<file path="config.mk">
export PLATFORM = sky130hd
export DESIGN_NAME = cap_sensor_mux_reset_drive_regs
export DESIGN_NICKNAME = d
export VERILOG_FILES = /design/src/core/cap_regs_pkg.sv /design/src/core/scan_sequencer.sv /design/src/core/cap_sensor_mux_reset_drive_regs.sv
export VERILOG_INCLUDE_DIRS = /design/src /design/src/core
export SDC_FILE = /design/constraint.sdc
export NUM_CORES = 1
export LEC_CHECK = 0
export BUFFER_PORTS_ARGS = -buffer_cell sky130_fd_sc_hd__buf_2
export CAP_MARGIN = 20
export CORE_MARGIN = 3
export CORE_UTILIZATION = 30
export DETAILED_ROUTE_END_ITERATION = 10
export SYNTH_ARGS = -nofsm -noshare
export SYNTH_HDL_FRONTEND = slang
export SYNTH_SLANG_ARGS = --single-unit
</file>
<file path="constraint.sdc">
create_clock -name clk -period 1.9 [get_ports clk]
set_input_delay 0.38 -clock clk [delete_from_list [all_inputs] [get_ports clk]]
set_output_delay 0.38 -clock clk [all_outputs]
set_load 0.05 [all_outputs]
</file>
<file path="src/core/cap_regs_consts.svh">
// Offsets, field positions, reset values of the converter control registers.
// Assumes inclusion by bare name from core/ and dv/ files.
`ifndef CAP_REGS_CONSTS_SVH
`define CAP_REGS_CONSTS_SVH

// Register offsets (register index on the host access port)
`define SEQ_CTRL_ADDR 8'h1B
`define RST_GAIN_ADDR 8'h1C
`define DRIVE0_ADDR 8'h1E

// Channel sequencing control fields
`define SWEEP_EN_BIT 15
`define SWEEP_ORD_HI 14
`define SWEEP_ORD_LO 13
`define SEQ_FIXED_HI 12
`define SEQ_FIXED_LO 3
`define DEGLITCH_HI 2
`define DEGLITCH_LO 0

// Software reset and gain fields
`define SW_RESET_BIT 15
`define GAIN_HI 10
`define GAIN_LO 9

// Channel 0 drive fields
`define DRIVE_HI 15
`define DRIVE_LO 11

// Reset values
`define SEQ_CTRL_RESET 16'h020F
`define RST_GAIN_RESET 16'h0000
`define DRIVE0_RESET 16'h0000

// Sweep order codes
`define ORDER_TWO_A 2'h0
`define ORDER_THREE 2'h1
`define ORDER_FOUR 2'h2
`define ORDER_TWO_B 2'h3

// Result shift amounts per gain code
`define SHIFT_GAIN1 3'h0
`define SHIFT_GAIN4 3'h2
`define SHIFT_GAIN8 3'h3
`define SHIFT_GAIN16 3'h4

`endif

</file>
<file path="src/core/cap_regs_pkg.sv">
// Types shared by the converter control register bank.
// Assumes nothing beyond a SystemVerilog compiler.
package cap_regs_pkg;

    // One host access on the register port
    typedef struct packed {
        logic wr;          // Write strobe, one cycle
        logic rd;          // Read strobe, one cycle
        logic [7:0] addr;  // Register offset
        logic [15:0] wdata; // Write data
    } reg_req_t;

    // Conversion scheduling mode, one-hot
    typedef enum logic [1:0] {
        MODE_SINGLE = 2'b01,
        MODE_SWEEP = 2'b10
    } scan_mode_t;

endpackage : cap_regs_pkg

</file>
<file path="src/core/scan_sequencer.sv">
// Channel scheduler: picks the channel converted next.
// Assumes conv_done pulses once when the current conversion ends.
`include "cap_regs_consts.svh"
module scan_sequencer
    import cap_regs_pkg::*;
#(
    parameter int NUM_CHANNELS = 4
) (
    // Clock and reset
    input wire logic clk,
    input wire logic rst_n,
    // Control
    input wire logic sweep_en,
    input wire logic [1:0] sweep_order,
    input wire logic [1:0] single_sel,
    input wire logic restart,
    input wire logic conv_done,
    // Result
    output logic [1:0] channel_reg,
    output scan_mode_t mode_reg
);

    ////////////////////////////////////////////////////////////////////////
    // Last channel of a sweep order; small parts fall back to two channels
    function automatic logic [1:0] last_channel(input logic [1:0] order);
        logic [1:0] last;
        last = 2'h1;
        case (order)
            `ORDER_THREE: last = (NUM_CHANNELS >= 4) ? 2'h2 : 2'h1;
            `ORDER_FOUR: last = (NUM_CHANNELS >= 4) ? 2'h3 : 2'h1;
            default: last = 2'h1;
        endcase
        return last;
    endfunction

    // Single channel pick, limited to channels present
    function automatic logic [1:0] clamp_single(input logic [1:0] sel);
        return (NUM_CHANNELS >= 4) ? sel : {1'b0, sel[0]};
    endfunction

    scan_mode_t mode_next; // Mode from the enable bit

    always_comb begin
        mode_next = sweep_en ? MODE_SWEEP : MODE_SINGLE;
    end

    ////////////////////////////////////////////////////////////////////////
    // Mode register
    always_ff @(posedge clk or negedge rst_n) begin
        if (!rst_n) begin
            mode_reg <= MODE_SINGLE;
        end else begin
            mode_reg <= mode_next;
        end
    end

    ////////////////////////////////////////////////////////////////////////
    // Channel pointer
    always_ff @(posedge clk or negedge rst_n) begin
        if (!rst_n) begin
            channel_reg <= 2'h0;
        end else begin
            case (mode_next)
                MODE_SINGLE: begin
                    channel_reg <= clamp_single(single_sel);
                end
                MODE_SWEEP: begin
                    // Sweep starts at channel 0 on entry or on a pattern change
                    if (restart || (mode_reg != MODE_SWEEP)) begin
                        channel_reg <= 2'h0;
                    end else if (conv_done) begin
                        // One conversion each, then wrap to first channel
                        if (channel_reg >= last_channel(sweep_order)) begin
                            channel_reg <= 2'h0;
                        end else begin
                            channel_reg <= channel_reg + 2'h1;
                        end
                    end
                end
                default: begin
                    channel_reg <= 2'h0;
                end
            endcase
        end
    end

endmodule // scan_sequencer

</file>
<file path="src/core/cap_sensor_mux_reset_drive_regs.sv">
// Control register bank of a multi-channel capacitance converter.
// Assumes the serial host interface decodes accesses into one-cycle
// strobes on the register port, and that the converter core reports
// conversions with conv_done and conv_valid pulses.
// Assumes the host keeps reserved fields at their required values.
//
// Overview of operation
// - Sweep off: convert only selected channel.
// - Sweep on: scan in chosen order.
// - One conversion per channel, then wrap around.
// - Orders: 00/11 two, 01 three, 10 four.
// - Filter field selects deglitch bandwidth, reset 111.
// - Writing reset bit resets whole device.
// - Reset trigger bit always reads zero.
// - Gain field shifts result by 0,2,3,4.
// - Channel 0 drive code sets its current.
// - Channel select picks single converted channel.
`include "cap_regs_consts.svh"
module cap_sensor_mux_reset_drive_regs
    import cap_regs_pkg::*;
#(
    parameter int NUM_CHANNELS = 4,   // Two- or four-channel part
    parameter bit FAST_VARIANT = 1'b1, // Gain shift present
    parameter int RESULT_W = 28       // Conversion result width
) (
    // Clock and reset
    input wire logic clk,
    input wire logic rst_n,
    // Register access port
    input wire reg_req_t reg_req,
    output logic [15:0] rdata_reg,
    output logic rvalid_reg,
    // Configuration from the general configuration register
    input wire logic [1:0] single_channel_select,
    // Converter core
    input wire logic conv_done,
    input wire logic conv_valid,
    input wire logic [RESULT_W-1:0] conv_result,
    // Controls to the analog front end and core
    output logic [1:0] active_channel_reg,
    output logic [2:0] deglitch_bw_reg,
    output logic [4:0] drive_level_reg,
    output logic drive_ch0_reg,
    output logic device_reset_reg,
    // Scaled result
    output logic [RESULT_W-1:0] result_reg,
    output logic result_valid_reg
);

    ////////////////////////////////////////////////////////////////////////
    // Register storage
    // Host-visible words and their write decode
    logic [15:0] seq_ctrl_reg; // Channel sequencing control
    logic [15:0] rst_gain_reg; // Software reset and gain, bit 15 unused
    logic [4:0] drive0_reg;    // Channel 0 drive code
    logic wr_seq;              // Write to sequencing control
    logic wr_rst;              // Write to reset and gain
    logic wr_drv;              // Write to channel 0 drive
    logic soft_reset;          // Software reset requested this cycle
    logic restart;             // Scan pattern changed
    logic [1:0] seq_channel;   // Channel picked by the scheduler

    ////////////////////////////////////////////////////////////////////////
    // Shift amount for a gain code
    // Codes outside the table fall back to no shift
    function automatic logic [2:0] gain_shift(input logic [1:0] code);
        logic [2:0] sh;
        sh = `SHIFT_GAIN1;
        case (code)
            2'h1: sh = `SHIFT_GAIN4;
            2'h2: sh = `SHIFT_GAIN8;
            2'h3: sh = `SHIFT_GAIN16;
            default: sh = `SHIFT_GAIN1;
        endcase
        return sh;
    endfunction

    ////////////////////////////////////////////////////////////////////////
    // Write decode
    // Only the three mapped offsets are decoded; others are ignored
    assign wr_seq = reg_req.wr && (reg_req.addr == `SEQ_CTRL_ADDR);
    assign wr_rst = reg_req.wr && (reg_req.addr == `RST_GAIN_ADDR);
    assign wr_drv = reg_req.wr && (reg_req.addr == `DRIVE0_ADDR);
    assign soft_reset = wr_rst && reg_req.wdata[`SW_RESET_BIT];

    ////////////////////////////////////////////////////////////////////////
    // Restart on any change of sweep enable or order
    // A soft reset also restarts the scan from channel 0
    assign restart = soft_reset
        || (wr_seq && (reg_req.wdata[`SWEEP_EN_BIT:`SWEEP_ORD_LO]
                       != seq_ctrl_reg[`SWEEP_EN_BIT:`SWEEP_ORD_LO]));

    ////////////////////////////////////////////////////////////////////////
    // Sequencing control register; whole word kept as written
    // A soft reset wins over a write in the same cycle
    always_ff @(posedge clk or negedge rst_n) begin
        if (!rst_n) begin
            seq_ctrl_reg <= `SEQ_CTRL_RESET;
        end else if (soft_reset) begin
            seq_ctrl_reg <= `SEQ_CTRL_RESET;
        end else if (wr_seq) begin
            seq_ctrl_reg <= reg_req.wdata;
        end
    end

    ////////////////////////////////////////////////////////////////////////
    // Reset and gain register; trigger bit never stored
    // Gain and reserved bits read back as written
    always_ff @(posedge clk or negedge rst_n) begin
        if (!rst_n) begin
            rst_gain_reg <= `RST_GAIN_RESET;
        end else if (soft_reset) begin
            rst_gain_reg <= `RST_GAIN_RESET;
        end else if (wr_rst) begin
            rst_gain_reg <= {1'b0, reg_req.wdata[14:0]};
        end
    end

    ////////////////////////////////////////////////////////////////////////
    // Channel 0 drive register; reserved bits not stored
    // Only the code bits are kept, so bits 10:0 read zero
    always_ff @(posedge clk or negedge rst_n) begin
        if (!rst_n) begin
            drive0_reg <= 5'(`DRIVE0_RESET);
        end else if (soft_reset) begin
            drive0_reg <= 5'(`DRIVE0_RESET);
        end else if (wr_drv) begin
            drive0_reg <= reg_req.wdata[`DRIVE_HI:`DRIVE_LO];
        end
    end

    ////////////////////////////////////////////////////////////////////////
    // Read port, answer one cycle after the strobe
    // A read in the same cycle as a write returns the old word
    always_ff @(posedge clk or negedge rst_n) begin
        if (!rst_n) begin
            rdata_reg <= 16'h0000;
            rvalid_reg <= 1'b0;
        end else begin
            rvalid_reg <= reg_req.rd;
            if (reg_req.rd) begin
                case (reg_req.addr)
                    `SEQ_CTRL_ADDR: rdata_reg <= seq_ctrl_reg;
                    `RST_GAIN_ADDR: rdata_reg <= {1'b0, rst_gain_reg[14:0]};
                    `DRIVE0_ADDR: rdata_reg <= {drive0_reg, 11'h000};
                    default: rdata_reg <= 16'h0000; // Unmapped offsets
                endcase
            end
        end
    end

    ////////////////////////////////////////////////////////////////////////
    // Channel scheduler
    // Single select or sweep order decides the channel
    scan_sequencer #(
        .NUM_CHANNELS(NUM_CHANNELS)
    ) u_seq (
        .clk(clk),
        .rst_n(rst_n),
        .sweep_en(seq_ctrl_reg[`SWEEP_EN_BIT]),
        .sweep_order(seq_ctrl_reg[`SWEEP_ORD_HI:`SWEEP_ORD_LO]),
        .single_sel(single_channel_select),
        .restart(restart),
        .conv_done(conv_done),
        .channel_reg(seq_channel),
        .mode_reg()
    );

    ////////////////////////////////////////////////////////////////////////
    // Front end controls, registered at the outputs
    // Drive code is zero while another channel is converted
    always_ff @(posedge clk or negedge rst_n) begin
        if (!rst_n) begin
            active_channel_reg <= 2'h0;
            deglitch_bw_reg <= 3'h7;
            drive_level_reg <= 5'h00;
            drive_ch0_reg <= 1'b0;
        end else begin
            active_channel_reg <= seq_channel;
            deglitch_bw_reg <= seq_ctrl_reg[`DEGLITCH_HI:`DEGLITCH_LO];
            // Drive code applied while channel 0 settles and converts
            drive_ch0_reg <= (seq_channel == 2'h0);
            drive_level_reg <= (seq_channel == 2'h0) ? drive0_reg : 5'h00;
        end
    end

    ////////////////////////////////////////////////////////////////////////
    // Device reset pulse to the rest of the chip
    // One cycle long, in the cycle after the trigger write
    always_ff @(posedge clk or negedge rst_n) begin
        if (!rst_n) begin
            device_reset_reg <= 1'b0;
        end else begin
            device_reset_reg <= soft_reset;
        end
    end

    ////////////////////////////////////////////////////////////////////////
    // Result gain; high bits shifted out are lost
    // Gain applies on the fast variant only
    // Result holds its value between valid pulses
    always_ff @(posedge clk or negedge rst_n) begin
        if (!rst_n) begin
            result_reg <= '0;
            result_valid_reg <= 1'b0;
        end else begin
            result_valid_reg <= conv_valid;
            if (conv_valid) begin
                if (FAST_VARIANT) begin
                    result_reg <= conv_result << gain_shift(rst_gain_reg[`GAIN_HI:`GAIN_LO]);
                end else begin
                    result_reg <= conv_result;
                end
            end
        end
    end

endmodule // cap_sensor_mux_reset_drive_regs

</file>
; Yosys cells after proc, flatten, opt, wreduce, memory -nomap -nowiden
; Cells that the tools add are included.
[word_totals]
rom_bits = 0
latchBits = 0
mem_bits_rw = 0
reg_bits = 98
memories = 0
[classes]
n_shift = 1
multipliers = 0
n_bitwise = 0
n_addsub = 1
n_lt_le_gt_ge = 1
div_mod_pow = 0
n_reduce_logical = 11
n_mux = 19
n_eq_ne = 13
[ops]
columns = op, n
row1 = case mux 16 bit (3 select lines), 1
row2 = 2-to-1 mux 16 bit, 2
row3 = 2-to-1 mux 15 bit, 2
row4 = << shifter 28 x 3 -> 28 bit, 1
row5 = "== test 8 x 5 -> 1 bit, second input constant", 3
row6 = 2-to-1 mux 5 bit, 3
row7 = 2-to-1 mux 2 bit, 7
row8 = case mux 3 bit (3 select lines), 1
row9 = "== test 2 bit, second input constant", 4
row10 = case mux 2 bit (2 select lines), 2
row11 = "== test 2 x 1 -> 1 bit, second input constant", 3
row12 = nonzero test 2 bit, 3
row13 = logical AND 1 bit, 5
row14 = 2-to-1 mux 3 bit, 1
row15 = "inequality test 3 x 2 -> 1 bit, second input constant", 1
row16 = inequality test 3 bit, 1
row17 = "adder 2 x 1 -> 2 bit, second input constant", 1
row18 = greater-or-equal comparator 2 bit, 1
row19 = zero test 2 bit, 1
row20 = logical OR 1 bit, 2
row21 = "inequality test 2 bit, second input constant", 1

; Longest topological paths before layout
[depth]
depth_word = 12
mapped_depth = 9
ltp_nobuf = 8

; Modules after synthesis
; From an unflattened synthesis, not the netlist that was laid out.
[unflattened]
cells_unflattened = 437
hier_area_um2 = 4984.8
[modules_own_cells]
columns = mod, cells_per_inst, area_each_um2, n_inst
row1 = cap_sensor_mux_reset_drive_regs, 413, 4720.8, 1
row2 = scan_sequencer, 24, 264.0, 1

; Worst setup path before layout
; Ideal clock, no wire load.
[synth_timing]
path_type = reg-to-reg
start = register rst_gain_reg[9]
end = register result_reg[26]
stages_incl_launch_ff = 9
path_buffers = 3
period_less_slack_ns = 1.867
arrival_ns = 1.730
setup_time_ns = 0.137
slack_ns = 0.033
path_cell_list = dfrtp_1 > inv_1 > ha_1 > clkbuf_1 > buf_4 > buf_2 > mux4_2 > mux2i_1 > a21oi_1
[synth_via]
elab_chain_cells = 4
elab_cells_between_ends = 6
classes_between = 3 x eq/ne / 1 x shift / 2 x mux
[synth_rtl]
columns = item, line
row1 = "start, declared", cap_sensor_mux_reset_drive_regs.sv:54  ; logic [15:0] rst_gain_reg;
row2 = "start signal, assigned", cap_sensor_mux_reset_drive_regs.sv:111  ; rst_gain_reg <= `RST_GAIN_RESET;
row3 = "start signal, assigned", cap_sensor_mux_reset_drive_regs.sv:113  ; rst_gain_reg <= `RST_GAIN_RESET;
row4 = "start signal, assigned", cap_sensor_mux_reset_drive_regs.sv:115  ; rst_gain_reg <= {1'b0, reg_req.wdata[14:0]};
row5 = == test 2 bit / == test 2 x 1 -> 1 bit (equally long branches), cap_sensor_mux_reset_drive_regs.sv:69  ; case (code)
row6 = case mux 3 bit (3 select lines) *, cap_sensor_mux_reset_drive_regs.sv:69
row7 = 2-to-1 mux 3 bit *, cap_sensor_mux_reset_drive_regs.sv:208  ; if (conv_valid) begin
row8 = << shifter 28 x 3 -> 28 bit *, cap_sensor_mux_reset_drive_regs.sv:210  ; result_reg <= conv_result << gain_shift(rst_gain_reg[`GAIN_HI:`GAIN_LO]);
row9 = "end signal, assigned", cap_sensor_mux_reset_drive_regs.sv:210
row10 = "end signal, assigned", cap_sensor_mux_reset_drive_regs.sv:212  ; result_reg <= conv_result;
row11 = "end, declared", cap_sensor_mux_reset_drive_regs.sv:46  ; output logic [RESULT_W-1:0] result_reg,
; Mark *: on every way between the ends. The rest lies on a longest branch, timed or not. The select of a mux whose other input is x is not followed.
; A chain may end at the register's enable or synchronous reset.

; Worst setup path in the final report
[layout_timing]
start = register rst_gain_reg[9]
end = register result_reg[23]
; The elaborated chain is that of the path after synthesis.

==> results_dict.tcl <==
set metrics [dict create \
    outcome "finished, violations left" \
    violations "hold timing" \
    fmax_mhz 557 \
    synth_top_family_by_area "multiplexers" \
    p_per_area_nw_per_um2 816 \
    fin_crit_ns 1.80 \
    postCtsHoldBufs 0 \
    synth_most_common_cell "dfrtp_1" \
    synth_seq_area_share_pct 50.8 \
    synth_commonest_cells "dfrtp_1, mux2i_1, nand2_1" \
    finalSetupTns_ns 0 \
    fin_hold_ws_ns -0.00420 \
    drtIter0Drc 154 \
    ff2ff_setup_slack_ns 0.10 \
    clock_latency_ns 0.35 \
    drv_cap 0 \
    cts_tree "built" \
    synth_xor_area_share_pct 0.542 \
    final_core_util_pct 39.8 \
    grt_max_degree 41 \
    htree_levels 3 \
    cts_buffers 9 \
    cts_setup_buffers 0 \
    setup_viol 0 \
    maxSlewHeadroom_pct 61.4 \
    required_ns 2.12 \
    synth_nets 517 \
    area_growth_syn_to_layout_pct 27.1 \
    yosysTopAreaCellShare_pct 45.9 \
    syn_area_sq_um 4850 \
    clkTransAtPathRegs_ns 0.08 \
    grt_pass1_vias 3856 \
    synth_ff_type "dfrtp_1" \
    ys_ff_latch 98 \
    die_h_microns 133 \
    cts_sinks 98 \
    core.rowCount 45 \
    die_area_sq_um 17700 \
    synthMuxAreaShare_pct 19.0 \
    rsz0062_at_grt "no" \
    ys_types 41 \
    fin_crit_sh_pct 94.6 \
    core_sq_um 15500 \
    start_util_pct 31.3 \
    post_cts_resized 0 \
    yosys_warnings 0 \
    ant_nets 0 \
    min_path_type "in -> async" \
    drv_slew 0 \
    num_antenna_cells 0 \
    synth_compound_gate_area_share_pct 12.4 \
    drc_errors 0 \
    largest_register_ffs 28 \
    layout-drive-gt1-share_pct 32.2 \
    fp.dieW_microns 133 \
    synth_edf_count 0 \
    worst_setup_path_end_kind "flip-flop" \
    io_buffer_count 117 \
    wl_microns 12800 \
    ys_top_cells_by_area "dfrtp_1, mux2i_1, dfstp_2" \
    root_buffer "clkbuf_16" \
    cts_max_path_buffers 2 \
    vias 3811 \
    clock_skew_ns 0.0106 \
    post-dp-hpwl_microns 9500 \
    hold_violations 3 \
    via_per_inst 4.85 \
    synth.largest_area_cell "dfrtp_1" \
    syn_inst 451 \
    place_congestion 0.886 \
    cp.arrival_ns 2.02 \
    io_pins 118 \
    synthAdderAreaFrac_pct 1.55 \
    layout.nets 636 \
    critPathKind "reg -> reg" \
    critPathLaunchType "flip-flop" \
    antenna_found_initial 1 \
    grt_overflow_total 0 \
    fin_ws_ns 0.104 \
    fillers 1519 \
    yosys.area_share.simple_pct 9.86 \
    syn_avg_cell_area_sq_um 10.7 \
    grt_usage_pct 14.4 \
    ir_drop_uv 418 \
    tightestPinTransition_ns 0.579 \
    path_max_fanout 25 \
    avgRoutedWirePerCell_microns 16.2 \
    grt_first_pass_wirelength_microns 20400 \
    synthArstFlopShare_pct 100 \
    p_leak_nw 2.82 \
    drtPass1Iterations 4 \
    pre_cts_ws_ns 0.0412 \
]
==> metal layers <==
| layer | track usage [%] | part of all wire, % | routed length (microns) | up-vias |
|---|---|---|---|---|
| met1 | 18.7 | 45 | 5750 | 1873 |
| met2 | 23.7 | 49 | 6230 | 95 |
| met5 | 0 | 0.071 | 9 | - |
| met3 | 4.12 | 5.0 | 642 | 11 |
| li1 | - | - | - | 1830 |
| met4 | 3.83 | 0.98 | 125 | 2 |
==> power breakdown <==
group,switching (mW),internal (mW),leakage [nW]
clock,0.876,1.06,0.153
combinational,0.556,0.268,1.43
sequential,0.0669,2.20,1.24
==> placed cells by master (no fill, tap or decap), drive strengths merged <==
cell type	instances
buf	138
dfrtp	89
mux2i	73
nand2	42
nor2	39
inv	36
a21oi	23
o21ai	18
o22ai	18
a22oi	15
clkbuf	10
dfstp	9
mux4	8
a22o	6
ha	6
and2	5
a2bb2oi	5
nand2b	4
o32ai	3
xor2	3
nand3	2
and4	2
nor2b	2
or2	2
a31oi	2
clkinv	2
nor4b	1
nor3b	1
nand4	1
o221ai	1
mux2	1
and3b	1
o2111ai	1
o31ai	1
a41oi	1
nand3b	1
and3	1
bufinv	1
clkinvlp	1
==> cell type report <==
type                       instances  area, sq um  area share, %
clock inverter                     7         93.8           1.52
tap                              211          264           4.28
multi-input combinational        289         2150           34.8
inverter                          33          124           2.01
clock buffer                       9          225           3.65
timing repair buffer             139          846           13.7
sequential                        98         2460           40.0
==> worst max-delay path, stage by stage, from the launching register on <==
cell	delay, ns
dfrtp_1	0.38
inv_1	0.10
ha_4	0.15
buf_12	0.20
mux4_2	0.53
mux2i_1	0.21
a21oi_1	0.10
==> kinds of logic (layout without fill, tap and decap cells) <==
logic type               count (synthesis)  after routing
flip-flops                              98             98
AO/OA/AOI/OAI                           94             94
AND/OR/NAND/NOR                        104            104
multiplexers                            82             82
XOR/XNOR                                 3              3
adder cells (fa/ha/maj)                  6              6
buffers and inverters                   64            188
==> per-stage QoR <==
stage | power (mW) | instance area [sq um] | instances
6_report | 5.03 | 6160 | 786
5_1_grt | 5.26 | 6160 | 786
4_1_cts | 5.09 | 6090 | 785
3_5_place_dp | 3.12 | 5770 | 769
3_3_place_gp | 3.10 | 5770 | 769
2_1_floorplan | 2.81 | 4850 | 451
==> worst paths after layout <==
kind                            startpoint                  to  cells past startpoint
max                        rst_gain_reg[9]      result_reg[23]                      6
min                                  rst_n        rdata_reg[2]                      1
max reg2reg                rst_gain_reg[9]      result_reg[23]                      6
min reg2reg                seq_ctrl_reg[0]  deglitch_bw_reg[0]                      0
max in group asynchronous            rst_n   u_seq.mode_reg[0]                      2
min in group clk               reg_req[24]          rvalid_reg                      1
Note: power is estimated with default switching activity, not from simulation.
